<file path="src/include/sac_consts.svh">
// Purpose: named constants of the converter control block
// Assumes: 8-bit registers, one per aligned 32-bit APB word
// Notes: register index times four gives the byte address
`ifndef SAC_CONSTS_SVH
`define SAC_CONSTS_SVH

// register indices (byte address = index * 4)
`define SAC_IDX_CTRL_A 10'h00e
`define SAC_IDX_CTRL_B 10'h00f
`define SAC_IDX_RES_LOW 10'h020
`define SAC_IDX_RES_HIGH 10'h021

// reset values
`define SAC_RST_CTRL_A 8'h10
`define SAC_RST_CTRL_B 8'h10
`define SAC_RST_RESULT 10'h000

// conv_control_a fields
`define SAC_A_START 7
`define SAC_A_MODE_HI 6
`define SAC_A_MODE_LO 5
`define SAC_A_INDIS 4
`define SAC_A_CHAN_HI 3
`define SAC_A_CHAN_LO 0
`define SAC_A_CHAN_SEL_HI 2
`define SAC_A_CHAN_RSVD 3

// conv_control_b fields
`define SAC_B_LADDER 5
`define SAC_B_TIME_HI 3
`define SAC_B_TIME_LO 1
`define SAC_B_WMASK 8'h3f

// conversion lengths in high_freq_clock periods
`define SAC_T_CODE0 3'b000
`define SAC_T_CODE2 3'b010
`define SAC_T_CODE3 3'b011
`define SAC_T_CODE4 3'b100
`define SAC_T_CODE5 3'b101
`define SAC_T_CODE6 3'b110
`define SAC_T_39 11'd39
`define SAC_T_78 11'd78
`define SAC_T_156 11'd156
`define SAC_T_312 11'd312
`define SAC_T_624 11'd624
`define SAC_T_1248 11'd1248

// successive approximation timing: 10 trials of 3 cycles each
`define SAC_TRIAL_CYC 11'd30
`define SAC_SAMPLE_END 11'd31
`define SAC_SUB_DECIDE 2'd2
`define SAC_MSB_IDX 4'd9
`define SAC_MSB_CODE 10'h200

`endif

</file>
<file path="src/include/sac_pkg.sv">
// Purpose: types of the converter control block
// Assumes: constants come from sac_consts.svh
// Notes: whole block state is one packed struct
package sac_pkg;

    typedef enum logic [1:0] {
        SAC_MODE_OFF = 2'b00,
        SAC_MODE_SOFT = 2'b01,
        SAC_MODE_RSVD = 2'b10,
        SAC_MODE_REPEAT = 2'b11
    } sac_mode_type;

    typedef struct packed {
        logic [7:0] ctrl_a;
        logic [7:0] ctrl_b;
        logic [9:0] result;
        logic done;
        logic busy;
        logic [10:0] cnt;
        logic [10:0] span;
        logic [1:0] sub;
        logic [3:0] bit_idx;
        logic [9:0] trial;
        logic [31:0] rdata;
        logic irq;
        logic cmp_meta;
        logic cmp_sync;
    } sac_state_type;

endpackage : sac_pkg

</file>
<file path="src/hdl/sac_top.sv">
// Purpose: control and result logic of a 10-bit successive approximation converter
// Assumes: pclk is the high_freq_clock; analog ladder, sample-hold, comparator are outside
// Notes: APB slave, zero wait states, registers hold 8 bits in the low lanes
//
// Overview of operation
// - Software-start mode: writing start bit begins one conversion of selected channel
// - Start bit clears itself once conversion begins, reads zero during it
// - Mode field: 00 disabled, 01 software start, 11 repeat, 10 reserved
// - Channel codes 0000..0111 select inputs zero..seven; 1000 upward reserved
// - Input disable bit: 0 enables analog inputs, 1 disables them
// - Low-power entry resets both control registers and blocks their writes
// - Time field selects 39..1248 clock periods; 001 and 111 reserved
// - Ladder bit: connected only while converting, or connected always
// - Bits 7 and 6 of control b read as undefined; this block does not store them and reads them as zero
// - Result upper eight bits in result_high, lowest two in low register 7:6
// - Storing the result sets done flag and pulses the completion irq
// - Reading result_high clears done flag; read low register first
// - Busy set at start, cleared at finish and on low-power entry
// - Bits 3 down to 0 of the low result register read as unstable; this block reads them as zero
// - Repeat mode restarts on completion; mode 00 aborts and discards result
// - A new start clears done flag but keeps the previous result
//
// Register access over APB was left to the implementer.
`timescale 1ns/1ps
`include "sac_consts.svh"

module sac_top (
    input wire logic pclk, // high_freq_clock, also the APB clock
    input wire logic presetn, // asynchronous reset, active low
    input wire logic psel, // APB select
    input wire logic penable, // APB access phase
    input wire logic pwrite, // APB direction, 1 = write
    input wire logic [11:0] paddr, // APB byte address
    input wire logic [31:0] pwdata, // APB write data
    input wire logic [3:0] pstrb, // APB byte strobes
    output logic [31:0] prdata, // APB read data, registered
    output logic pready, // APB ready, always high
    output logic pslverr, // APB error on unmapped address
    input wire logic low_power, // core in STOP, SLOW or SLEEP, level
    input wire logic cmp_high, // comparator: input above trial level
    output logic [2:0] analog_channel, // selected analog input
    output logic channel_valid, // channel code is not reserved
    output logic analog_input_enable, // analog inputs enabled
    output logic ladder_connect, // connect resistor ladder
    output logic sample_hold, // sample phase of the conversion
    output logic [9:0] dac_code, // trial code for the ladder
    output logic conversion_busy_flag, // conversion in progress
    output logic conversion_done_flag, // result stored, not yet read
    output logic conversion_complete_irq // one-cycle completion request
);
    import sac_pkg::*;

    sac_state_type st_reg;
    sac_state_type st_next;

    logic acc_setup;
    logic acc_done;
    logic hit_a;
    logic hit_b;
    logic hit_low;
    logic hit_high;
    logic mapped;
    logic [9:0] word_idx;
    logic [7:0] wr_byte;
    logic [7:0] rd_byte;
    sac_mode_type mode_now;
    logic mode_active;
    logic start_now;
    logic [10:0] span_sel;
    logic in_trial;
    logic [9:0] decided;

    // conversion length lookup; reserved codes take the longest time so a
    // stray setting can never undercut the analog settling limit
    function automatic logic [10:0] sac_span(input logic [2:0] code);
        logic [10:0] n;
        n = `SAC_T_1248;
        case (code)
            `SAC_T_CODE0: n = `SAC_T_39;
            `SAC_T_CODE2: n = `SAC_T_78;
            `SAC_T_CODE3: n = `SAC_T_156;
            `SAC_T_CODE4: n = `SAC_T_312;
            `SAC_T_CODE5: n = `SAC_T_624;
            `SAC_T_CODE6: n = `SAC_T_1248;
            default: n = `SAC_T_1248;
        endcase
        return n;
    endfunction : sac_span

    always_comb begin
        word_idx = paddr[11:2];
        acc_setup = psel && !penable;
        acc_done = psel && penable;
        hit_a = 1'b0;
        hit_b = 1'b0;
        hit_low = 1'b0;
        hit_high = 1'b0;
        if (word_idx == `SAC_IDX_CTRL_A) begin
            hit_a = 1'b1;
        end else if (word_idx == `SAC_IDX_CTRL_B) begin
            hit_b = 1'b1;
        end else if (word_idx == `SAC_IDX_RES_LOW) begin
            hit_low = 1'b1;
        end else if (word_idx == `SAC_IDX_RES_HIGH) begin
            hit_high = 1'b1;
        end
        mapped = hit_a || hit_b || hit_low || hit_high;
    end

    always_comb begin
        st_next = st_reg;
        wr_byte = pwdata[7:0];
        rd_byte = 8'h00;
        decided = st_reg.trial;
        in_trial = 1'b0;

        // comparator crosses from the analog side: two stages before use
        st_next.cmp_meta = cmp_high;
        st_next.cmp_sync = st_reg.cmp_meta;
        st_next.irq = 1'b0;

        // register writes; low power locks both control registers
        if (acc_done && pwrite && pstrb[0] && !low_power) begin
            if (hit_a) begin
                st_next.ctrl_a = wr_byte;
            end else if (hit_b) begin
                // bits 7:6 are not stored; bits 4 and 0 kept as written
                st_next.ctrl_b = wr_byte & `SAC_B_WMASK;
            end
        end

        mode_now = sac_mode_type'(st_next.ctrl_a[`SAC_A_MODE_HI:`SAC_A_MODE_LO]);
        mode_active = (mode_now == SAC_MODE_SOFT) || (mode_now == SAC_MODE_REPEAT);
        start_now = st_next.ctrl_a[`SAC_A_START] && mode_active && !st_reg.busy;
        span_sel = sac_span(st_next.ctrl_b[`SAC_B_TIME_HI:`SAC_B_TIME_LO]);

        // result_high read clears the done flag; a completion in the same
        // cycle is handled below and wins
        if (acc_done && !pwrite && hit_high) begin
            st_next.done = 1'b0;
        end

        if (st_reg.busy) begin
            in_trial = st_reg.cnt >= (st_reg.span - `SAC_TRIAL_CYC);
            st_next.cnt = st_reg.cnt + 11'd1;
            if (st_reg.cnt == (st_reg.span - `SAC_SAMPLE_END)) begin
                // end of sampling: first trial is the most significant bit
                st_next.trial = `SAC_MSB_CODE;
                st_next.bit_idx = `SAC_MSB_IDX;
                st_next.sub = 2'd0;
            end else if (in_trial) begin
                st_next.sub = st_reg.sub + 2'd1;
                if (st_reg.sub == `SAC_SUB_DECIDE) begin
                    st_next.sub = 2'd0;
                    if (!st_reg.cmp_sync) begin
                        decided[st_reg.bit_idx] = 1'b0;
                    end
                    if (st_reg.bit_idx != 4'd0) begin
                        decided[st_reg.bit_idx - 4'd1] = 1'b1;
                        st_next.bit_idx = st_reg.bit_idx - 4'd1;
                    end
                    st_next.trial = decided;
                end
            end
            if (st_reg.cnt == (st_reg.span - 11'd1)) begin
                // final decision lands exactly on the last period
                st_next.result = decided;
                st_next.done = 1'b1;
                st_next.irq = 1'b1;
                st_next.busy = 1'b0;
                st_next.trial = 10'h000;
                if (mode_now == SAC_MODE_REPEAT) begin
                    // back-to-back conversion, new timing setting taken here
                    st_next.busy = 1'b1;
                    st_next.cnt = 11'd0;
                    st_next.span = span_sel;
                end
            end
            if (!mode_active) begin
                // disabling aborts at once; unfinished code never stored
                st_next.busy = 1'b0;
                st_next.done = st_reg.done && !(acc_done && !pwrite && hit_high);
                st_next.irq = 1'b0;
                st_next.result = st_reg.result;
                st_next.trial = 10'h000;
            end
        end else if (start_now) begin
            st_next.busy = 1'b1;
            st_next.done = 1'b0;
            st_next.cnt = 11'd0;
            st_next.span = span_sel;
            st_next.trial = 10'h000;
        end

        // start bit never survives a cycle; a request while busy is dropped
        st_next.ctrl_a[`SAC_A_START] = 1'b0;

        // read data captured in the setup phase so prdata is a flop
        if (hit_a) begin
            rd_byte = st_reg.ctrl_a;
        end else if (hit_b) begin
            rd_byte = st_reg.ctrl_b;
        end else if (hit_low) begin
            // low bits 3:0 read as zero in place of unstable data
            rd_byte = {st_reg.result[1:0], st_reg.done, st_reg.busy, 4'h0};
        end else if (hit_high) begin
            rd_byte = st_reg.result[9:2];
        end
        if (acc_setup) begin
            st_next.rdata = {24'h000000, rd_byte};
        end

        // standby: control reset, conversion abandoned, results cleared
        if (low_power) begin
            st_next.ctrl_a = `SAC_RST_CTRL_A;
            st_next.ctrl_b = `SAC_RST_CTRL_B;
            st_next.busy = 1'b0;
            st_next.done = 1'b0;
            st_next.irq = 1'b0;
            st_next.result = `SAC_RST_RESULT;
            st_next.trial = 10'h000;
        end
    end

    always_ff @(posedge pclk or negedge presetn) begin
        if (!presetn) begin
            st_reg.ctrl_a <= `SAC_RST_CTRL_A;
            st_reg.ctrl_b <= `SAC_RST_CTRL_B;
            st_reg.result <= `SAC_RST_RESULT;
            st_reg.done <= 1'b0;
            st_reg.busy <= 1'b0;
            st_reg.cnt <= 11'd0;
            st_reg.span <= `SAC_T_39;
            st_reg.sub <= 2'd0;
            st_reg.bit_idx <= 4'd0;
            st_reg.trial <= 10'h000;
            st_reg.rdata <= 32'h00000000;
            st_reg.irq <= 1'b0;
            st_reg.cmp_meta <= 1'b0;
            st_reg.cmp_sync <= 1'b0;
        end else begin
            st_reg <= st_next;
        end
    end

    // zero wait states: every access completes in its first access cycle
    assign pready = 1'b1;
    assign pslverr = psel && penable && !mapped;
    assign prdata = st_reg.rdata;

    assign analog_channel = st_reg.ctrl_a[`SAC_A_CHAN_SEL_HI:`SAC_A_CHAN_LO];
    assign channel_valid = !st_reg.ctrl_a[`SAC_A_CHAN_RSVD];
    assign analog_input_enable = !st_reg.ctrl_a[`SAC_A_INDIS];
    // ladder follows busy when not held on, keeping reference current low
    assign ladder_connect = st_reg.ctrl_b[`SAC_B_LADDER] || st_reg.busy;
    assign sample_hold = st_reg.busy && (st_reg.cnt < (st_reg.span - `SAC_TRIAL_CYC));
    assign dac_code = st_reg.trial;
    assign conversion_busy_flag = st_reg.busy;
    assign conversion_done_flag = st_reg.done;
    assign conversion_complete_irq = st_reg.irq;

endmodule : sac_top

</file>
<file path="config.mk">
export PLATFORM = sky130hd
export DESIGN_NAME = sac_top
export DESIGN_NICKNAME = d
export VERILOG_FILES = /design/src/include/sac_pkg.sv /design/src/hdl/sac_top.sv
export VERILOG_INCLUDE_DIRS = /design/src /design/src/include
export SDC_FILE = /design/constraint.sdc
export NUM_CORES = 1
export LEC_CHECK = 0
export BUFFER_PORTS_ARGS = -buffer_cell sky130_fd_sc_hd__buf_2
export CAP_MARGIN = 30
export CORE_MARGIN = 8
export CORE_UTILIZATION = 30
export DETAILED_ROUTE_END_ITERATION = 10
export PLACE_DENSITY = 0.52
export RECOVER_POWER = 25
export SETUP_SLACK_MARGIN = 0.02
export SYNTH_ARGS = -nofsm -noshare
export SYNTH_HDL_FRONTEND = slang
export SYNTH_SLANG_ARGS = --single-unit
</file>
<file path="constraint.sdc">
create_clock -name pclk -period 7.1 [get_ports pclk]
set_clock_uncertainty 0.1 [all_clocks]
set_input_delay 0.355 -clock pclk [delete_from_list [all_inputs] [get_ports pclk]]
set_output_delay 0.355 -clock pclk [all_outputs]
set_load 0.01 [all_outputs]
</file>
==> summary.md, run 1 <==
| Metric | Value |
|---|---|
| Status | `complete, but fails checks` |
| Failing checks | `capacitance limit, slew limit` |
| Most common cell after layout, fill and taps aside | `dfrtp_1` |
| Worst EP arrival | `between 4000 and 5000 ps` |
| Critical Path End Type | `async pin` |
| Die span in x | `151 µm` |
| Number of global-route vias before repair | `approximately 4.6k` |
| Total GRT Usage | `a little over an eighth` |
| RSZ-0062 raised after global routing | `no` |
| Total Neg Setup Slack | `0 ps` |
| Final period util | `63.4%` |
| Core Region | `17900 µm²` |
| Fin Hold WS | `10.6 ps` |
| First-pass GRT wire length | `24.2 mm` |
| Final hold vios | `0` |
| Share of layout cells above drive strength 1 | `16.1%` |
| Area Overhead vs Synth | `9.04%` |
| Remaining DRCs | `0` |
| Clock Latency Late Sink | `approximately 350 ps` |
| Int Pwr | `0.752 mW` |
| R2r endpoint | `dac_code[8]` |
| Synth Instances | `624` |
| I/O Pins | `109` |
| Reg2reg setup slack | `3330 ps` |
| Combinational share of power | `between 4 and 5%` |
| Max clock buf depth | `2` |
| FF+latch count, synth | `74` |
| Top FF cell, synth | `dfrtp_1` |
| Vias per inst | `5.31` |
| Max-Cap Viols | `1` |
| Share of power burned in registers | `43.7%` |
| CP Max Fanout | `60` |
| Max reg flops | `49` |
| Worst-Margin Slew | `3430 ps` |
| IO Port Bufs | `54` |
| NumNets Final | `712` |
| Net Sw Frac | `22.6%` |
| CTS tree | `built` |
| # diodes | `0` |
| Final setup viols | `0` |
| Achievable Freq | `222 MHz` |
| Max rail drop VDD | `0.000112 V` |
| Root buffer cell | `clkbuf_16` |
| Pwr Density | `163 nW/µm²` |
| Kind of critical path | `in -> async` |
| Leakage | `2.71 nW` |
| Initial antenna violation count | `0` |
| Height of the die | `151 µm` |
| Post-Route Utilization | `between 30% and 40%` |
| Slew headroom | `-129%` |
| FFs w/ async S/R, synth | `100%` |
| Drt wl/cell | `17.0 µm` |
| Commonest non-fill, non-tap cells in the layout | `dfrtp_1, buf_2, nand2_1, a21oi_1, o21ai_0` |
| P_sw | `roughly 0.22 mW` |
| Post-Syn Area | `~5500 µm²` |
| Detailed Routing Iterations Pass 1 | `5` |
| DRT iter0 DRCs | `around 320` |
| Dpl hpwl | `11.0 mm` |
| Ys Warns | `0` |
| Initial Util | `a little under a third` |
| Hold WC Path Type | `in -> reg` |
| DRT antenna net count | `0` |
| Largest net degree at the start of global routing | `75` |
| Cts bufs inserted | `9` |
| Via count | `approximately 4.6k` |
| Syn avg cell area | `8.76 µm²` |
| Area after DPL | `5630 µm²` |
| Total Routed Length | `roughly 15 mm` |
| Period minus WS final | `about 4500 ps` |
| Fill cell count | `1875` |
| Critical Path Sink | `prdata[3]` |
| Seq/Total Area, Yosys | `34.0%` |
| DIE AREA | `22800 µm²` |
| CP Launch Type | `input port` |
| Max H-tree Level | `3` |
| Power, Total | `0.972 mW` |
| Clock slew at reported path FFs | `70 ps` |
| Clock share of power | `51.8%` |
| Grt total ovfl | `0` |
| Cells on worst reg2reg path | `11` |
| Post-synth EDFFs | `0` |
| CTS Sinks | `74` |
| Fin. max-slew vios | `61` |
| FF-to-FF Start | `st_reg[57]` |
| Critical Path Source | `presetn` |
| Post-synthesis cell type count | `71` |
| Fin area | `5960 µm²` |
| Required time of the critical path | `between 6000 and 7000 ps` |
| Rows | `49` |
| Gp weighted congestion | `0.887` |
-- cell families (layout without fill, tap and decap cells) --
kind of cell | Yosys count | count (layout) | share of synthesized area, %
other | 2 | 25 | 0.137
muxes | 20 | 20 | 3.84
xor gates and xnor gates | 26 | 26 | 4.16
DFF | 74 | 74 | 34.0
buffers and inverters | 108 | 102 | 11.2
and+or+nand+nor | 202 | 202 | 20.3
AOI/OAI and AO/OA | 171 | 171 | 21.5
adders and majority gates | 21 | 21 | 4.81
-- worst min-delay path by stage --
stage / start / depth (start not counted) / end / slack, ps
after floorplan: presetn / 0 / analog_channel[0] / -40
after global placement: st_next[0] / 0 / st_reg[0] / 230
after detailed placement: st_next[0] / 0 / st_reg[0] / 240
after CTS: cmp_high / 1 / st_next[0] / 5
after global routing: cmp_high / 1 / st_next[0] / 10
final: cmp_high / 1 / st_next[0] / 10
-- metal layers --
metal | track usage [%] | routed length (µm) | vias to the layer above
met5 | 0 | 0 | -
met4 | 5.05 | 225 | 0
met3 | 2.24 | 819 | 11
met2 | 21.2 | 6720 | 119
met1 | 17.5 | 7050 | 2273
li1 | - | - | 2220
-- cells in the mapped netlist (3+ instances only) --
cell	number	area share, %
nor3_1	17	1.6
dfrtp_1	68	31
nand2_1	49	3.4
clkbuf_1	23	1.6
o2bb2ai_1	10	1.6
nand3_1	32	2.9
nor2b_1	6	0.69
o31ai_1	14	1.9
ha_1	21	4.8
mux2i_1	12	2.2
a21boi_0	3	0.41
nand2b_1	10	1.1
a21oi_1	39	3.6
or4_4	3	0.62
buf_4	49	6.7
xor2_1	14	2.2
o211ai_1	3	0.41
a22o_1	6	0.96
a22oi_1	9	1.2
and3_1	15	1.7
a31oi_1	9	1.0
buf_2	8	0.73
xnor2_1	12	1.9
mux2_2	8	1.6
a221oi_1	4	0.64
nand4_1	10	1.1
or3_1	5	0.57
nor2_1	29	2.0
nor3b_1	6	0.82
o21ai_0	38	3.5
inv_1	24	1.6
a21o_1	12	1.6
a211oi_1	4	0.55
dfstp_2	6	2.9
-- critical path: stages --
cell           delay, ps
dlygate4sd3_1        520
clkbuf_1             680
clkbuf_1            2480
-- final cells by class --
class	instances	area (µm²)	area share, %
flip-flops and latches	74	1860	31.2
clock buffers	12	246	4.13
inverters	25	93.8	1.57
repair buffers	61	320	5.37
well taps	229	287	4.81
multi-input cells	465	3080	51.7
clock inverters	4	75.1	1.26
-- power by group through the flow --
stage	combinational (mW)	clock, mW	sequential [mW]
global route	0.0495	0.530	0.425
global placement	0.0427	0	0.432
floorplan	0.0318	0	0.432
finish	0.0438	0.503	0.425
CTS	0.0438	0.513	0.425
detailed placement	0.0436	0	0.432
-- repair_timing --
| item | CTS | global route |
|---|---|---|
| endpoints found under the setup margin | 0 | 0 |
| endpoints found under the hold margin | 0 | 14 |
| hold buffers | 0 | 1 |
| setup buffers | 0 | 0 |
| gates resized for setup | 0 | 0 |
-- through the flow --
stage | setup WS [ps] | cells
finish | 2600 | 870
global route | 1740 | 870
CTS | 3320 | 868
detailed placement | 3330 | 852
global placement | 3360 | 852
floorplan | 3690 | 647
Power figures use the tool's default switching activity.
==> run 2, diff against run 1 <==
Clock period 7.1 ns to 4.25 ns, I/O delays scaled along.
==> run 2 against run 1 <==
Against the previous run: the run now ends clean; clock power increased by 66%; critical endpoint is now st_reg[83]; final cell count up 0.46%; worst setup slack worse by 2200 ps; count of clock-buffer cells in the layout down 2; largest power group unchanged; die area unchanged; first-iteration DRC count rose by 42%; global-route usage grew 0.14 points; sequential share of layout area down 0.17 points.
==> summary.md, run 2 (same netlist as run 1, synthesis figures left out) <==
| Metric | Value |
|---|---|
| Gp weighted congestion | `0.889 (was 0.887)` |
| Leakage | `2.74 nW (was 2.71 nW)` |
| CP Buf/Inv Count | `1 (was 3)` |
| Largest net degree at the start of global routing | `54 (was 75)` |
| DRT iter0 DRCs | `461 (was 324)` |
| Rows | `49 (unchanged)` |
| Area after DPL | `5680 µm² (was 5630 µm²)` |
| Fin worst setup slack | `390 ps (was 2600 ps)` |
| Detailed Routing Iterations Pass 1 | `5 (unchanged)` |
| Max H-tree Level | `3 (unchanged)` |
| Number of global-route vias before repair | `4630 (was 4552)` |
| Drt wl/cell | `16.8 µm (was 17.0 µm)` |
| DRT antenna net count | `0 (unchanged)` |
| Final period util | `90.8%` |
| Area of the multi-input gates | `3080 µm² (unchanged)` |
| CP Launch Type | `flop (was input port)` |
| Hold WC Path Type | `in -> reg (unchanged)` |
| Core Region | `17900 µm² (unchanged)` |
| Clock Latency Late Sink | `350 ps (about the same)` |
| Reg area | `1860 µm² (unchanged)` |
| Pwr Density | `270 nW/µm² (was 163 nW/µm²)` |
| Initial antenna violation count | `1 (was 0)` |
| Clock share of power | `51.6% (was 51.8%)` |
| IO Port Bufs | `54 (unchanged)` |
| CP max stage cell | `or4_4 (was clkbuf_1)` |
| Vias per inst | `5.19 (was 5.31)` |
| Period minus WS final | `just under 4000 ps` |
| Root buffer cell | `clkbuf_16 (unchanged)` |
| Status | `finished, final reports clean (was complete, but fails checks)` |
| Grt total ovfl | `0 (unchanged)` |
| Worst EP arrival | `4000 ps (was 4070 ps)` |
| Max rail drop VDD | `0.000182 V (was 0.000112 V)` |
| Total GRT Usage | `13.4% (was 13.2%)` |
| Cells along the critical path | `or4_4 > nor2_1 > nand2_1 > xor2_1 > ha_1 > nand4_1 > nor3_1 > o21ai_0 > a21oi_1 > buf_4 > a21oi_1 > o31ai_1 (was dlygate4sd3_1 > clkbuf_1 > clkbuf_1)` |
| First-pass GRT wire length | `24.4 mm (was 24.2 mm)` |
| # diodes | `0 (unchanged)` |
| Worst-Margin Slew | `1390 ps (was 3430 ps)` |
| Setup bufs post-CTS | `0 (unchanged)` |
| Cell class contributing the biggest share of worst-path delay | `simple AND/OR/NAND/NOR gates (was buffers and inverters)` |
| Cts bufs inserted | `9 (unchanged)` |
| DIE AREA | `22800 µm² (unchanged)` |
| DP Worst Slack | `393 ps (was 3330 ps)` |
| Area Overhead vs Synth | `9.63% (was 9.04%)` |
| Total Neg Setup Slack | `0 ps (unchanged)` |
| Kind of critical path | `reg -> reg (was in -> async)` |
| Most common cell after layout, fill and taps aside | `dfrtp_1 (unchanged)` |
| Max reg flops | `49 (unchanged)` |
| NumNets Final | `716 (was 712)` |
| Height of the die | `151 µm (unchanged)` |
| Slew headroom | `7.41% (was -129%)` |
| Commonest non-fill, non-tap cells in the layout | `dfrtp_1, buf_2, nand2_1, a21oi_1, o21ai_0 (unchanged)` |
| Net Sw Frac | `23.2% (was 22.6%)` |
| Remaining DRCs | `0 (unchanged)` |
| CTS tree | `built (unchanged)` |
| Post_cts resized | `0 (unchanged)` |
| Achievable Freq | `approximately 260 MHz` |
| Max-Cap Viols | `0 (was 1)` |
| Total Routed Length | `14.7 mm (was 14.8 mm)` |
| Hold buffer count at CTS | `2 (was 0)` |
| Clock slew at reported path FFs | `60 ps (was 70 ps)` |
| Fill cell count | `1888 (was 1875)` |
| P_sw | `0.376 mW (was 0.220 mW)` |
| CP Max Fanout | `15 (was 60)` |
| Final setup viols | `0 (unchanged)` |
| Int Pwr | `1.24 mW (was 0.752 mW)` |
| CTS Sinks | `74 (unchanged)` |
| Post-Route Utilization | `33.5% (was 33.3%)` |
| Fin area | `5990 µm² (was 5960 µm²)` |
| Via count | `4537 (was 4623)` |
| Required time of the critical path | `4390 ps (was 6670 ps)` |
| Share of layout cells above drive strength 1 | `16.7% (was 16.1%)` |
| Dpl hpwl | `11.1 mm (was 11.0 mm)` |
| Die span in x | `151 µm (unchanged)` |
| Critical Path Max Stage Delay | `620 ps (was 2480 ps)` |
| Initial Util | `30.5% (unchanged)` |
| Final hold vios | `0 (unchanged)` |
| Share of power burned in registers | `43.8% (was 43.7%)` |
| Critical Path End Type | `flop (was async pin)` |
| RSZ-0062 raised after global routing | `no (unchanged)` |
| Fin. max-slew vios | `0 (was 61)` |
| Max clock buf depth | `2 (unchanged)` |
| I/O Pins | `109 (unchanged)` |
| Most used cell, CP | `a21oi_1 (was clkbuf_1)` |
| Combinational share of power | `4.6% (was 4.5%)` |
run 2: cell types whose count changed in the layout (fill, tap and decap cells not counted):
cell	delta
clkinv_4	+3
buf_4	+3
clkinv_2	+1
clkbuf_2	+1
clkbuf_1	-2
clkbuf_8	-1
dlygate4sd3_1	+1
clkinvlp_4	-2
run 2: power groups by stage:
stage / clock [mW] / sequential [mW] / combinational, mW
after floorplan: 0 / 0.722 / 0.0531
after global placement: 0 / 0.722 / 0.0714
after detailed placement: 0 / 0.722 / 0.0764
after CTS: 0.858 / 0.709 / 0.0782
after global routing: 0.879 / 0.710 / 0.0834
final: 0.836 / 0.710 / 0.0738
run 2: path summary, 6_finish.rpt:
| kind | start | endpoint | slack [ps] | cells past startpoint |
|---|---|---|---|---|
| setup reg to reg | st_reg[57] | st_reg[83] | 390 | 12 |
| hold / removal | pwdata[4] | st_reg[89] | 20 | 3 |
| setup / recovery | st_reg[57] | st_reg[83] | 390 | 12 |
| min in group asynchronous | presetn | st_reg[66] | 560 | 2 |
| max in group asynchronous | presetn | st_reg[88] | 1500 | 3 |
| hold reg to reg | st_next[0] | st_reg[0] | 250 | 0 |
run 2: through the flow:
stage                     hold slack (ps)  cells  total power [mW]
after floorplan                      -183    647             0.775
after global placement                226    855             0.794
after detailed placement             41.7    856             0.799
after CTS                            14.7    874              1.65
after global routing                 54.2    874              1.67
final                                22.5    874              1.62
run 2: worst min-delay path, stage by stage:
cell	delay [ps]
buf_2	100
mux2i_1	60
nand2_1	60
run 2: area by class of cell:
cell class                 instances  area share (%)
sequential                        74            31.0
multi-input combinational        465            51.4
timing repair buffer              65            5.91
tap                              229            4.78
clock buffer                      10            3.82
clock inverter                     6            1.52
inverter                          25            1.57
run 2: metal layers:
layer  share of wire, %  wire, µm  global-route usage, %
met1                 47      6860                   17.7
met2                 46      6710                   20.7
met3                5.9       867                   2.81
met4                1.9       280                   5.59
met5              0.088        13                      0
==> run 3, diff against run 2 <==
Settings changed: REMOVE_ABC_BUFFERS set to 1.
Clock period 4.25 ns to 4.7 ns, I/O delays scaled along.
==> run 3 against run 2 <==
Against the previous run: non-clock buffer count is 2 lower; worst setup slack better by 490 ps; count of clock-buffer cells in the layout is 1 lower; combinational power is 6.9% lower; final cell count is 0.23% lower; global-route usage is 0.062 points higher; die area stayed put; wire length is 1.4% higher; sequential cell count stayed put; first-iteration DRC count is 17% lower; via count is 0.86% higher; critical path type unchanged; critical endpoint is now dac_code[7]; largest cell class unchanged.
==> summary.md, run 3 (same netlist as run 1, synthesis figures left out) <==
| Metric | Value |
|---|---|
| Cells along the critical path | `or4_4 > nor2_1 > nand2_1 > xor2_1 > ha_1 > nand4_1 > nor3_1 > o21ai_0 > a21o_1 > or3_1 > o2bb2ai_1 (was or4_4 > nor2_1 > nand2_1 > xor2_1 > ha_1 > nand4_1 > nor3_1 > o21ai_0 > a21oi_1 > buf_4 > a21oi_1 > o31ai_1)` |
| RSZ-0062 raised after global routing | `no (unchanged)` |
| CP Launch Type | `flop (unchanged)` |
| Setup bufs post-CTS | `0 (unchanged)` |
| Most common cell after layout, fill and taps aside | `dfrtp_1 (unchanged)` |
| Critical Path Source | `st_reg[57] (unchanged)` |
| Met2 WL | `6.75 mm (was 6.71 mm)` |
| Met3 wire length | `881 µm (was 867 µm)` |
| Hold WC Path Type | `in -> reg (unchanged)` |
| Height of the die | `151 µm (unchanged)` |
| Vias per inst | `5.25 (was 5.19)` |
| Number of global-route vias before repair | `4539 (was 4630)` |
| Max reg flops | `49 (unchanged)` |
| Pwr Density | `242 nW/µm² (was 270 nW/µm²)` |
| Leakage | `2.73 nW (was 2.74 nW)` |
| Initial Util | `30.5% (unchanged)` |
| Grt total ovfl | `0 (unchanged)` |
| Die span in x | `151 µm (unchanged)` |
| Achievable Freq | `262 MHz (was 259 MHz)` |
| Critical Path End Type | `flop (unchanged)` |
| Remaining DRCs | `0 (unchanged)` |
| Final hold vios | `0 (unchanged)` |
| Hold buffer count at CTS | `2 (unchanged)` |
| Post_cts resized | `0 (unchanged)` |
| Share of layout cells above drive strength 1 | `16.6% (was 16.7%)` |
| DIE AREA | `22800 µm² (unchanged)` |
| DRT iter0 DRCs | `384 (was 461)` |
| # diodes | `0 (unchanged)` |
| Commonest non-fill, non-tap cells in the layout | `dfrtp_1, buf_2, nand2_1, a21oi_1, o21ai_0 (unchanged)` |
| Fin. max-slew vios | `0 (unchanged)` |
| Clock slew at reported path FFs | `70 ps (was 60 ps)` |
| Gp weighted congestion | `0.831 (was 0.889)` |
| Cell class contributing the biggest share of worst-path delay | `simple AND/OR/NAND/NOR gates (unchanged)` |
| Area after DPL | `5670 µm² (was 5680 µm²)` |
| Max rail drop VDD | `0.000176 V (was 0.000182 V)` |
| CTS Sinks | `74 (unchanged)` |
| First-pass GRT wire length | `24.5 mm (was 24.4 mm)` |
| Largest net degree at the start of global routing | `52 (was 54)` |
| Status | `finished, final reports clean (unchanged)` |
| DRT antenna net count | `0 (unchanged)` |
| Fill cell count | `1870 (was 1888)` |
| FF-to-FF Start | `st_reg[57] (unchanged)` |
| Via count | `4576 (was 4537)` |
| IO Port Bufs | `54 (unchanged)` |
| Root buffer cell | `clkbuf_16 (unchanged)` |
| Required time of the critical path | `4860 ps (was 4390 ps)` |
| Core Region | `17900 µm² (unchanged)` |
| Placed cells | `854 (was 856)` |
| Drt wl/cell | `17.1 µm (was 16.8 µm)` |
| CP Buf/Inv Count | `0 (was 1)` |
| Non-filler cells, final | `872 (was 874)` |
| I/O Pins | `109 (unchanged)` |
| Critical Path Max Stage Delay | `620 ps (about the same)` |
| Worst EP arrival | `3980 ps (was 4000 ps)` |
| Final setup viols | `0 (unchanged)` |
| CP max stage cell | `or4_4 (unchanged)` |
| Detailed Routing Iterations Pass 1 | `8 (was 5)` |
| NumNets Final | `714 (was 716)` |
| Rows | `49 (unchanged)` |
| Worst hold start | `pwdata[4] (unchanged)` |
| Cts bufs inserted | `9 (unchanged)` |
| Total GRT Usage | `13.4% (about the same)` |
| Dpl hpwl | `11.1 mm (about the same)` |
| Kind of critical path | `reg -> reg (unchanged)` |
| Slew headroom | `0.817% (was 7.41%)` |
| Reg2reg setup slack | `880 ps (was 390 ps)` |
| CP Max Fanout | `11 (was 15)` |
| Period minus WS final | `3820 ps (was 3860 ps)` |
| Fin area | `5990 µm² (about the same)` |
| Max Used Layer | `met4 (was met5)` |
| CTS tree | `built (unchanged)` |
| Clock Latency Late Sink | `350 ps (about the same)` |
| Met1 WL | `7.08 mm (was 6.86 mm)` |
| Max-Cap Viols | `0 (unchanged)` |
| Initial antenna violation count | `0 (was 1)` |
| Worst-Margin Slew | `1490 ps (was 1390 ps)` |
| Area Overhead vs Synth | `9.57% (was 9.63%)` |
| Max clock buf depth | `2 (unchanged)` |
| Max H-tree Level | `3 (unchanged)` |
| Total Neg Setup Slack | `0 ps (unchanged)` |
| Final period util | `81.2% (was 90.8%)` |
| Total Routed Length | `14.9 mm (was 14.7 mm)` |
[run 3: changes by cell type in the layout (fill, tap and decap cells not counted), sizes merged]
| cell | before | now |
|---|---|---|
| clkinvlp | 0 | 1 |
| clkinv | 5 | 2 |
| inv | 24 | 28 |
| buf | 61 | 60 |
| clkbuf | 12 | 10 |
| bufinv | 2 | 1 |
[run 3: worst paths after layout]
path	to	cells after the start
hold / removal	st_reg[89]	3
setup / recovery	dac_code[7]	11
min in group asynchronous	st_reg[64]	2
max in group asynchronous	st_reg[97]	3
hold reg to reg	st_reg[0]	0
setup reg to reg	dac_code[7]	11
[run 3: report_power, final]
part	internal, mW	switching, mW
Clock	0.422	0.316
Sequential	0.640	0.00165
Combinational	0.0190	0.0497
Total	1.08	0.367
[run 3: routing by layer]
layer | track usage [%] | vias to the layer above
met1 | 18.0 | 2219
met2 | 20.9 | 124
li1 | - | 2219
met4 | 5.15 | 0
met3 | 2.60 | 14
met5 | 0 | -
[run 3: through the flow]
stage               power (mW)  worst slack, ps  hold WS (ps)  utilization, %
finish                    1.45              884          37.1            33.5
floorplan                0.678             1090          -161               -
global route              1.50              694          35.1            33.5
CTS                       1.46              899          27.8            33.5
global placement         0.718              980           233            31.5
detailed placement       0.722              911          80.5            31.6
[run 3: layout make-up]
class / instances / area [µm²] / area share [%]
tap: 229 / 287 / 4.78
clock inverter: 7 / 83.8 / 1.40
sequential: 74 / 1860 / 31.0
timing repair buffer: 63 / 362 / 6.04
multi-input combinational: 465 / 3080 / 51.4
clock buffer: 9 / 225 / 3.76
inverter: 25 / 93.8 / 1.57
[run 3: worst register-to-register path, cell delays in order, from the launching register on]
cell       delay, ps
dfrtp_1          530
or4_4            620
nor2_1           110
nand2_1           80
xor2_1           150
ha_1             310
nand4_1          180
nor3_1           330
o21ai_0          230
a21o_1           340
or3_1            530
o2bb2ai_1        210
